**src/rtl/ssw_defs.svh**
```systemverilog
`ifndef SSW_DEFS_SVH
`define SSW_DEFS_SVH

// ****************************************
// timebase
// ****************************************
`define SSW_CLK_HZ          64'd20000000

// ****************************************
// documented times, in their own units
// ****************************************
`define SSW_RST_HOLD_MS     64'd140
`define SSW_WD_TIMEOUT_MS   64'd1600
`define SSW_MR_GLITCH_NS    64'd100
`define SSW_WD_DRV_HI_NUM   64'd1
`define SSW_WD_DRV_DEN      64'd8

// ****************************************
// derived cycle counts
// ****************************************
// least time: round up
`define SSW_RST_HOLD_CYC    ((`SSW_RST_HOLD_MS * `SSW_CLK_HZ + 64'd999) / 64'd1000)
// nominal period: round down
`define SSW_WD_TIMEOUT_CYC  ((`SSW_WD_TIMEOUT_MS * `SSW_CLK_HZ) / 64'd1000)
// glitch rejection: round down, never below one cycle
`define SSW_MR_FILT_RAW     ((`SSW_MR_GLITCH_NS * `SSW_CLK_HZ) / 64'd1000000000)
`define SSW_MR_FILT_CYC     ((`SSW_MR_FILT_RAW < 64'd1) ? 64'd1 : `SSW_MR_FILT_RAW)

// ****************************************
// reset values
// ****************************************
`define SSW_SYNC_RST        1'b0
`define SSW_MR_RST          1'b1

`endif

```
**src/rtl/ssw_pkg.sv**
```systemverilog
`default_nettype none

package ssw_pkg;

  // ****************************************
  // build-time options
  // ****************************************
  typedef enum {
    SSW_OUT_LOW_PP,
    SSW_OUT_LOW_OD,
    SSW_OUT_HIGH_PP
  } ssw_out_kind_t;

  typedef enum {
    SSW_SRC_ADJUST,
    SSW_SRC_SECOND
  } ssw_src_kind_t;

  // ****************************************
  // supply comparator flags (1 = below threshold)
  // ****************************************
  typedef struct packed {
    logic primary_below;
    logic adjustable_below;
    logic secondary_below;
  } ssw_mon_t;

  // ****************************************
  // reset sequencer
  // ****************************************
  typedef enum {
    SSW_ST_ASSERT,
    SSW_ST_HOLD,
    SSW_ST_RUN
  } ssw_state_t;

endpackage

`default_nettype wire

```
**src/rtl/ssw_top.sv**
```systemverilog
`include "ssw_defs.svh"

`default_nettype none

module ssw_top #(
  parameter ssw_pkg::ssw_out_kind_t OUT_KIND     = ssw_pkg::SSW_OUT_LOW_PP,
  parameter ssw_pkg::ssw_src_kind_t SRC_KIND     = ssw_pkg::SSW_SRC_ADJUST,
  parameter longint                 RST_HOLD_CYC = `SSW_RST_HOLD_CYC,
  parameter longint                 WD_CYC       = `SSW_WD_TIMEOUT_CYC,
  parameter int                     CW           = 26
) (
  input  wire logic             sys_clk,
  input  wire logic             arst_n,
  input  wire ssw_pkg::ssw_mon_t mon_below,
  input  wire logic             manual_reset_n,
  input  wire logic             watchdog_kick_input_i,
  output logic                  watchdog_kick_input_o,
  output logic                  watchdog_kick_input_oe,
  output logic                  sup_reset_o,
  output logic                  sup_reset_oe,
  output logic                  sup_reset_active
);
  import ssw_pkg::*;

  // ****************************************
  // counts at counter width
  // ****************************************
  localparam logic [CW-1:0] HOLD_LAST = CW'(RST_HOLD_CYC - 64'd1);
  localparam logic [CW-1:0] WD_LAST   = CW'(WD_CYC - 64'd1);
  localparam logic [CW-1:0] DRV_RISE  =
    CW'((WD_CYC * (`SSW_WD_DRV_DEN - `SSW_WD_DRV_HI_NUM)) / `SSW_WD_DRV_DEN);
  localparam logic [CW-1:0] MR_LAST   = CW'(`SSW_MR_FILT_CYC - 64'd1);

  // one step of every up-counter, kept at counter width
  function automatic logic [CW-1:0] cnt_step(input logic [CW-1:0] cur);
    return cur + CW'(1);
  endfunction

  // ****************************************
  // local reset release
  // ****************************************
  logic rst_meta_ff;
  logic rst_sync_ff;

  always_ff @(posedge sys_clk or negedge arst_n) begin
    if (!arst_n) begin
      rst_meta_ff <= `SSW_SYNC_RST;
      rst_sync_ff <= `SSW_SYNC_RST;
    end else begin
      rst_meta_ff <= 1'b1;
      rst_sync_ff <= rst_meta_ff;
    end
  end

  wire rst_n = rst_sync_ff;

  // ****************************************
  // pin synchronisers
  // ****************************************
  // comparators are asynchronous to the timebase
  ssw_mon_t mon_meta_ff;
  ssw_mon_t mon_ff;
  logic     mr_meta_ff;
  logic     mr_ff;
  logic     kick_meta_ff;
  logic     kick_ff;
  logic     kick_prev_ff;

  always_ff @(posedge sys_clk or negedge rst_n) begin
    if (!rst_n) begin
      mon_meta_ff  <= '1;
      mon_ff       <= '1;
      mr_meta_ff   <= `SSW_MR_RST;
      mr_ff        <= `SSW_MR_RST;
      kick_meta_ff <= `SSW_SYNC_RST;
      kick_ff      <= `SSW_SYNC_RST;
      kick_prev_ff <= `SSW_SYNC_RST;
    end else begin
      mon_meta_ff  <= mon_below;
      mon_ff       <= mon_meta_ff;
      mr_meta_ff   <= manual_reset_n;
      mr_ff        <= mr_meta_ff;
      kick_meta_ff <= watchdog_kick_input_i;
      kick_ff      <= kick_meta_ff;
      kick_prev_ff <= kick_ff;
    end
  end

  // every clock edge samples, so a 50 ns pulse spans at least one edge
  wire kick_edge = kick_ff ^ kick_prev_ff;

  // ****************************************
  // supply sources
  // ****************************************
  wire second_below = (SRC_KIND == SSW_SRC_ADJUST) ?
                      mon_ff.adjustable_below :
                      mon_ff.secondary_below;
  wire supply_below = mon_ff.primary_below | second_below;

  // ****************************************
  // manual input glitch filter
  // ****************************************
  // a low must stay for the filter time before it counts; bounce on
  // release just restarts the hold, giving one reset sequence
  logic [CW-1:0] mr_cnt_ff;
  logic          mr_low_ff;
  logic [CW-1:0] nxt_mr_cnt;
  logic          nxt_mr_low;

  wire mr_cnt_done = (mr_cnt_ff == MR_LAST);

  always_comb begin
    nxt_mr_cnt = '0;
    nxt_mr_low = 1'b0;
    if (!mr_ff) begin
      nxt_mr_cnt = mr_cnt_done ? mr_cnt_ff : cnt_step(mr_cnt_ff);
      nxt_mr_low = mr_low_ff | mr_cnt_done;
    end
  end

  always_ff @(posedge sys_clk or negedge rst_n) begin
    if (!rst_n) begin
      mr_cnt_ff <= '0;
      mr_low_ff <= 1'b0;
    end else begin
      mr_cnt_ff <= nxt_mr_cnt;
      mr_low_ff <= nxt_mr_low;
    end
  end

  // ****************************************
  // watchdog timer
  // ****************************************
  ssw_state_t    state_ff;
  logic [CW-1:0] wd_cnt_ff;
  logic [CW-1:0] nxt_wd_cnt;

  wire in_reset   = (state_ff != SSW_ST_RUN);
  wire wd_clear   = in_reset | mr_low_ff | kick_edge;
  wire wd_expire  = !wd_clear && (wd_cnt_ff == WD_LAST);

  assign nxt_wd_cnt = wd_clear ? '0 : cnt_step(wd_cnt_ff);

  always_ff @(posedge sys_clk or negedge rst_n) begin
    if (!rst_n) begin
      wd_cnt_ff <= '0;
    end else begin
      wd_cnt_ff <= nxt_wd_cnt;
    end
  end

  // ****************************************
  // internal kick driver
  // ****************************************
  // phase restarts with every reset so the rise at 7/8 always lands
  // before the timer runs out; an external driver overrides this level
  logic [CW-1:0] drv_cnt_ff;
  logic          drv_lvl_ff;
  logic [CW-1:0] nxt_drv_cnt;

  wire drv_wrap = (drv_cnt_ff == WD_LAST);

  assign nxt_drv_cnt = (in_reset || drv_wrap) ? '0 : cnt_step(drv_cnt_ff);

  always_ff @(posedge sys_clk or negedge rst_n) begin
    if (!rst_n) begin
      drv_cnt_ff <= '0;
      drv_lvl_ff <= 1'b0;
    end else begin
      drv_cnt_ff <= nxt_drv_cnt;
      drv_lvl_ff <= (nxt_drv_cnt >= DRV_RISE);
    end
  end

  // rise at 1.4 s seen as a kick edge clears the 1.6 s timer
  assign watchdog_kick_input_o  = drv_lvl_ff;
  assign watchdog_kick_input_oe = 1'b1;

  // ****************************************
  // reset sequencer
  // ****************************************
  logic [CW-1:0] hold_cnt_ff;
  ssw_state_t    nxt_state;
  logic [CW-1:0] nxt_hold_cnt;

  wire cause = supply_below | mr_low_ff | wd_expire;

  always_comb begin
    nxt_state    = state_ff;
    nxt_hold_cnt = '0;
    case (state_ff)
      SSW_ST_ASSERT: begin
        if (!cause) begin
          nxt_state = SSW_ST_HOLD;
        end
      end
      SSW_ST_HOLD: begin
        if (cause) begin
          nxt_state = SSW_ST_ASSERT;
        end else if (hold_cnt_ff == HOLD_LAST) begin
          nxt_state = SSW_ST_RUN;
        end else begin
          nxt_hold_cnt = cnt_step(hold_cnt_ff);
        end
      end
      SSW_ST_RUN: begin
        if (cause) begin
          nxt_state = SSW_ST_ASSERT;
        end
      end
      default: begin
        nxt_state = SSW_ST_ASSERT;
      end
    endcase
  end

  always_ff @(posedge sys_clk or negedge rst_n) begin
    if (!rst_n) begin
      state_ff    <= SSW_ST_ASSERT;
      hold_cnt_ff <= '0;
    end else begin
      state_ff    <= nxt_state;
      hold_cnt_ff <= nxt_hold_cnt;
    end
  end

  // ****************************************
  // output stage
  // ****************************************
  // held asserted from power-up, before the clock even runs
  logic rst_out_ff;

  always_ff @(posedge sys_clk or negedge rst_n) begin
    if (!rst_n) begin
      rst_out_ff <= 1'b1;
    end else begin
      rst_out_ff <= (nxt_state != SSW_ST_RUN);
    end
  end

  // open drain only pulls low, the line floats while released
  assign sup_reset_active = rst_out_ff;
  assign sup_reset_o  = (OUT_KIND == SSW_OUT_HIGH_PP) ? rst_out_ff :
                        (OUT_KIND == SSW_OUT_LOW_OD)  ? 1'b0 :
                        !rst_out_ff;
  assign sup_reset_oe = (OUT_KIND == SSW_OUT_LOW_OD) ? rst_out_ff : 1'b1;

endmodule // ssw_top

`default_nettype wire

```
**config.mk**
```make
export PLATFORM = sky130hd
export DESIGN_NAME = ssw_top
export DESIGN_NICKNAME = d
export VERILOG_FILES = /design/src/rtl/ssw_pkg.sv /design/src/rtl/ssw_top.sv
export VERILOG_INCLUDE_DIRS = /design/src /design/src/rtl
export SDC_FILE = /design/constraint.sdc
export NUM_CORES = 1
export LEC_CHECK = 0
export BUFFER_PORTS_ARGS = -buffer_cell sky130_fd_sc_hd__buf_2
export CORE_ASPECT_RATIO = 1.5
export CORE_UTILIZATION = 55
export DETAILED_ROUTE_END_ITERATION = 12
export PLACE_DENSITY = 0.71
export SYNTH_ARGS = -nofsm -noshare
export SYNTH_HDL_FRONTEND = slang
export SYNTH_SLANG_ARGS = --single-unit
```
**constraint.sdc**
```tcl
create_clock -name sys_clk -period 5.1 [get_ports sys_clk]
set_clock_uncertainty 0.2 [all_clocks]
set_input_delay 0 -clock sys_clk [delete_from_list [all_inputs] [get_ports sys_clk]]
set_output_delay 0 -clock sys_clk [all_outputs]
set_load 0.005 [all_outputs]
```
* After elaboration in Yosys (flattened, before gate mapping)
Cells that the tools add are included.
** Word-level totals
- Register bits after elaboration :: 150
- Latch bits :: 0
- Bits in writable memories :: 0
- ROM bits :: 0
- Output and inout port bits :: 5
- Memories :: 0
** Operators by class
- Add/subtract/negate cells :: 4
- Multipliers :: 0
- Div/mod/pow operators :: 0
- Order comparisons :: 1
- Eq/ne operators :: 9
- Shift-type cells :: 0
- Mux-type cells :: 13
- Bitwise logic cells :: 7
- Reduce and logical (&&, ||, !) cells :: 5
** Operators by type and width (count)
- 2-to-1 mux 26 bit :: 7
- 2-to-1 mux 32 bit :: 4
- adder 26 x 1 -> 26 bit (second input constant) :: 4
- case mux 32 bit (3 select lines) :: 1
- != test 32 x 3 -> 1 bit (second input constant) :: 2
- equality test 26 x 25 -> 1 bit (second input constant) :: 2
- equality test 32 x 1 -> 1 bit (second input constant) :: 1
- equality test 32 x 2 -> 1 bit (second input constant) :: 1
- zero test 32 bit :: 1
- equality test 26 x 1 -> 1 bit (second input constant) :: 1
- equality test 26 x 22 -> 1 bit (second input constant) :: 1
- >= comparator 26 x 25 -> 1 bit (second input constant) :: 1
- OR 1 bit :: 6
- zero test 1 bit :: 2
- != test 2 bit (second input constant) :: 1
- logical AND 1 bit :: 1
- logical OR 1 bit :: 1
- 2-to-1 mux 1 bit :: 1
- XOR 1 bit :: 1

* Longest topological paths before layout
- Depth in word-level cells :: 9
- Mapped depth :: 11
- Gate-level depth less buffers :: 9

* Worst setup path before layout
Ideal clock, no wire load.
- Kind :: register -> register
- Start :: reg drv_cnt_ff[0]
- End :: reg drv_lvl_ff (netlist: watchdog_kick_input_o)
- Setup time :: 0.133 ns
- Data arrival time :: 2.055 ns
- Required time :: 4.767 ns
- Slack :: 2.712 ns
- Stages on the path, launching flop included :: 11
- Clock period less this slack :: 2.388 ns
- Cells stage by stage :: dfrtp_1 > ha_1 > and3_1 > buf_4 > and3_1 > buf_6 > o311a_1 > nand3_1 > nor4_1 > o32ai_1 > a21oi_1
** On the way
- Longest elaborated chain between the ends :: 4
** RTL lines
- start, declared :: line ssw_top.sv:157 : logic [CW-1:0] drv_cnt_ff;
- start signal, assigned :: line ssw_top.sv:170 : drv_cnt_ff <= nxt_drv_cnt;
- parallel branches: the longest is 2 deep, another holds adder 26 x 1 -> 26 bit
- 2-to-1 mux 26 bit (*) :: line ssw_top.sv:163 : assign nxt_drv_cnt = (in_reset || drv_wrap) ? '0 : cnt_step(drv_cnt_ff);
- >= comparator 26 x 25 -> 1 bit (*) :: line ssw_top.sv:171 : drv_lvl_ff <= (nxt_drv_cnt >= DRV_RISE);
- end signal, assigned :: line ssw_top.sv:171
- end, declared :: line ssw_top.sv:158 : logic drv_lvl_ff;
Mark *: on every way between the ends.
A chain may end at the register's enable or synchronous reset.

* Final worst setup path
- Start :: reg wd_cnt_ff[0]
- End :: reg hold_cnt_ff[21]
** On the way
- Longest elaborated chain between the ends :: 5
** RTL lines
- start, declared :: line ssw_top.sv:135 : logic [CW-1:0] wd_cnt_ff;
- start signal, assigned :: line ssw_top.sv:148 : wd_cnt_ff <= nxt_wd_cnt;
- equality test 26 x 25 -> 1 bit :: line ssw_top.sv:140 : wire wd_expire = !wd_clear && (wd_cnt_ff == WD_LAST);
- logical AND 1 bit :: line ssw_top.sv:140
- OR 1 bit :: line ssw_top.sv:186 : wire cause = supply_below | mr_low_ff | wd_expire;
- 2-to-1 mux 26 bit :: line ssw_top.sv:198 : if (cause) begin
- 2-to-1 mux 26 bit :: line ssw_top.sv:191 : case (state_ff)
- net nxt_hold_cnt[21] :: line ssw_top.sv:184 : logic [CW-1:0] nxt_hold_cnt;
- end signal, assigned :: line ssw_top.sv:223 : hold_cnt_ff <= nxt_hold_cnt;
- end, declared :: line ssw_top.sv:182 : logic [CW-1:0] hold_cnt_ff;
The timed path passes the listed nets, and every way through them passes these cells.

==> impl_metrics.ini <==
[outcome]
status = complete, no violations

[cts]
post-cts-setup-buffers = 0
cts_sinks = 150
cts_root_buf = clkbuf_16
holdBufCountCts = 6
cts-resized-gates = 0
cts_buffer_depth = 2
clk_latency_ns = 0.42
path_clk_slew_ns = 0.07
h-tree-depth = 4
cts_tree = yes
tritoncts.num_buffers = 17

[yosys]
netlist_instances = 648
seq_area_frac_synth = 0.5483
ys_seq_elements = 150
async_reset_ff_frac = 1.000
ys_warn_count = 0
synthesis.area_mm2 = 0.006862
synth_ff_type = dfrtp_1
synth-edff-count = 0
syn_area_per_cell_um2 = 10.59
synth_cell_types = 56

[grt]
grt.total_usage = 0.2070
grt_max_degree = 61
grt_pass1_vias = 4896
antenna_found_initial = 0
gr-total-overflow = 0
grt_pass1_wl_um = 21300

[power_and_ir_drop]
peakVddDrop_v = 0.0002640
combinationalPowerShare = 0.029
swShare = 0.2494
total_power_mw = 2.533
power_density_mw_per_mm2 = 329.0
p_leak_nw = 3.225
p_sw_mw = 0.6319
clkPwrFrac = 0.478
p_int_mw = 1.902
seq_power_share = 0.492

[drt]
ant_nets = 0
num_vias = 4665
detail_route.wl_per_cell_um = 14.17
drt_first_pass_iters = 4
drt-initial-drc-count = 156
via_per_inst = 5.418
drcViolationCount = 0
wirelength_um = 12200

[worst_setup_path]
critical_path_class = reg2reg
slowest_stage = or2_1
startpoint = wd_cnt_ff[0]
r2r-start = wd_cnt_ff[0]
worstPathArrival_ns = 3.11
cp_top_family = simple AND/OR/NAND/NOR gates
critPathRequiredTime_ns = 5.19
crit_path_end_kind = flop
cp-start-kind = flop
cpPeakStageDelay_ns = 0.54
path_common_cell = nor2_1
cp_max_fo = 14
path_cells = ha_1, and3_1, nand3_2, nor2_1, nand2_1, o31ai_2, nand2b_1, or2_1, buf_4, nor2_1
cp.buffers_inverters = 1

[sta]
hold_violations = 0
rsz0062_at_grt = no
setup_tns_ns = 0
drv_slew = 0
fin_crit_ns = 3.027
fin_crit_sh = 0.5935
tightestPinTransition_ns = 0.8341
fmax_mhz = 330.4
max-slew-margin-rel = 0.4426
setup_viol = 0
timing.final.ws_setup_ns = 2.073

[placed_design]
dp_slack_ns = 2.041
portBuffers = 8
routabilityCongestion = 0.8536
dp_hpwl_um = 8345

[floorplan]
initial_core_util = 0.5681
die_h_um = 138.8
dieArea_mm2 = 0.01294
die_w_um = 93.20
io_pins = 12
rows = 49
core_mm2 = 0.01208

[final_layout]
drive_gt1_frac = 0.1073
final_common_cell = dfrtp_1
diodes = 0
area_growth_pct = 12.24
fillers = 984
layout_common_cells = dfrtp_1 (142), nor2_1 (114), xor2_1 (63)
nets = 707

[run]
drv_cap = 0

[min_path]
min_path_type = in2reg
worstHoldStart = watchdog_kick_input_i
power groups by stage:
stage	clock, mW	combinational (mW)	sequential [mW]
floorplan	0	0.0442	1.27
finish	1.21	0.0744	1.25
global placement	0	0.0673	1.27
detailed placement	0	0.0716	1.27
global route	1.29	0.0875	1.25
CTS	1.24	0.0757	1.25
cell usage after synthesis, types with 3 or more instances:
| cell | number | area (um^2) |
|---|---|---|
| nor3_1 | 6 | 30.03 |
| and3_1 | 23 | 143.9 |
| ha_1 | 5 | 62.56 |
| and4_1 | 7 | 61.31 |
| a21oi_1 | 11 | 55.05 |
| nor2_1 | 114 | 427.9 |
| nand2_1 | 46 | 172.7 |
| nand3_1 | 40 | 200.2 |
| a211oi_1 | 3 | 22.52 |
| nor2b_1 | 8 | 50.05 |
| dfrtp_1 | 143 | 3578 |
| xor2_1 | 63 | 551.8 |
| and2_1 | 5 | 31.28 |
| buf_6 | 6 | 67.56 |
| o21ai_0 | 10 | 50.05 |
| nand4_1 | 18 | 112.6 |
| nor4b_1 | 5 | 43.79 |
| xnor2_1 | 32 | 280.3 |
| or3_1 | 6 | 37.54 |
| buf_4 | 4 | 30.03 |
| dfstp_2 | 7 | 183.9 |
| nor4_1 | 16 | 100.1 |
| inv_1 | 13 | 48.80 |
| nor2_4 | 10 | 112.6 |
| clkbuf_1 | 7 | 26.28 |
area by class of cell:
type                    count  area, um^2  area share
flip-flops and latches    150        3766      0.4890
multi-input cells         495        2988      0.3880
clock buffers              17       425.4     0.05524
well taps                 153       191.4     0.02486
clock inverters            15       151.4     0.01966
repair buffers             18       130.1     0.01690
inverters                  13       48.80    0.006336
per-layer routing:
layer | up-vias | routed length (um) | global-route usage
li1 | 2243 | - | -
met1 | 2349 | 5039 | 0.2343
met2 | 60 | 6771 | 0.3765
met3 | 13 | 227 | 0.04112
met4 | 0 | 162 | 0.08016
met5 | - | 0 | 0
worst reg2reg max path, delay by kind of cell (launching register included):
kind            cells  cell delay, ns
fa+ha+maj           1            0.20
compound gates      1            0.27
buf+inv             1            0.39
simple gates        7            1.44
flops               1            0.39
stage by stage:
step	utilization	area (um^2)	hold WS (ns)	instances
CTS	0.6376	7701	0.008098	861
detailed placement	0.5849	7064	-0.4144	823
floorplan	-	6978	-0.4956	679
global placement	0.5849	7064	-0.4157	823
global route	0.6376	7701	0.01490	861
finish	0.6376	7701	0.02006	861
state kept, by name, indices dropped and copies added, names as in the netlist:
register	flops
watchdog_kick_input_o	1
mr_cnt_ff	26
hold_cnt_ff	26
kick_ff	1
wd_cnt_ff	26
mon_meta_ff	2
drv_cnt_ff	26
sup_reset_active	1
mr_ff	1
mr_low_ff	1
kick_meta_ff	1
state_ff	32
mr_meta_ff	1
second_below	1
kick_prev_ff	1
mon_ff	1
rst_n	1
rst_meta_ff	1
path summary, 6_finish.rpt:
kind                       slack [ns]  depth (start not counted)               to
setup reg to reg                 2.07                         10  hold_cnt_ff[21]
hold reg to reg                  0.07                          0    mr_cnt_ff[14]
min in group asynchronous        0.07                          0    mr_cnt_ff[14]
max in group asynchronous        3.57                          1   hold_cnt_ff[2]
setup / recovery                 2.07                         10  hold_cnt_ff[21]
hold / removal                   0.02                          2     kick_meta_ff
logic make-up after synthesis:
group / share of synthesized area
AOI/OAI and AO/OA: 0.03228
xor gates and xnor gates: 0.1213
and+or+nand+nor: 0.2533
other: 0.001094
buffers and inverters: 0.03319
DFF: 0.5483
muxes: 0.001459
adders and majority gates: 0.009117
No activity file was read; power rests on OpenSTA's default activity.
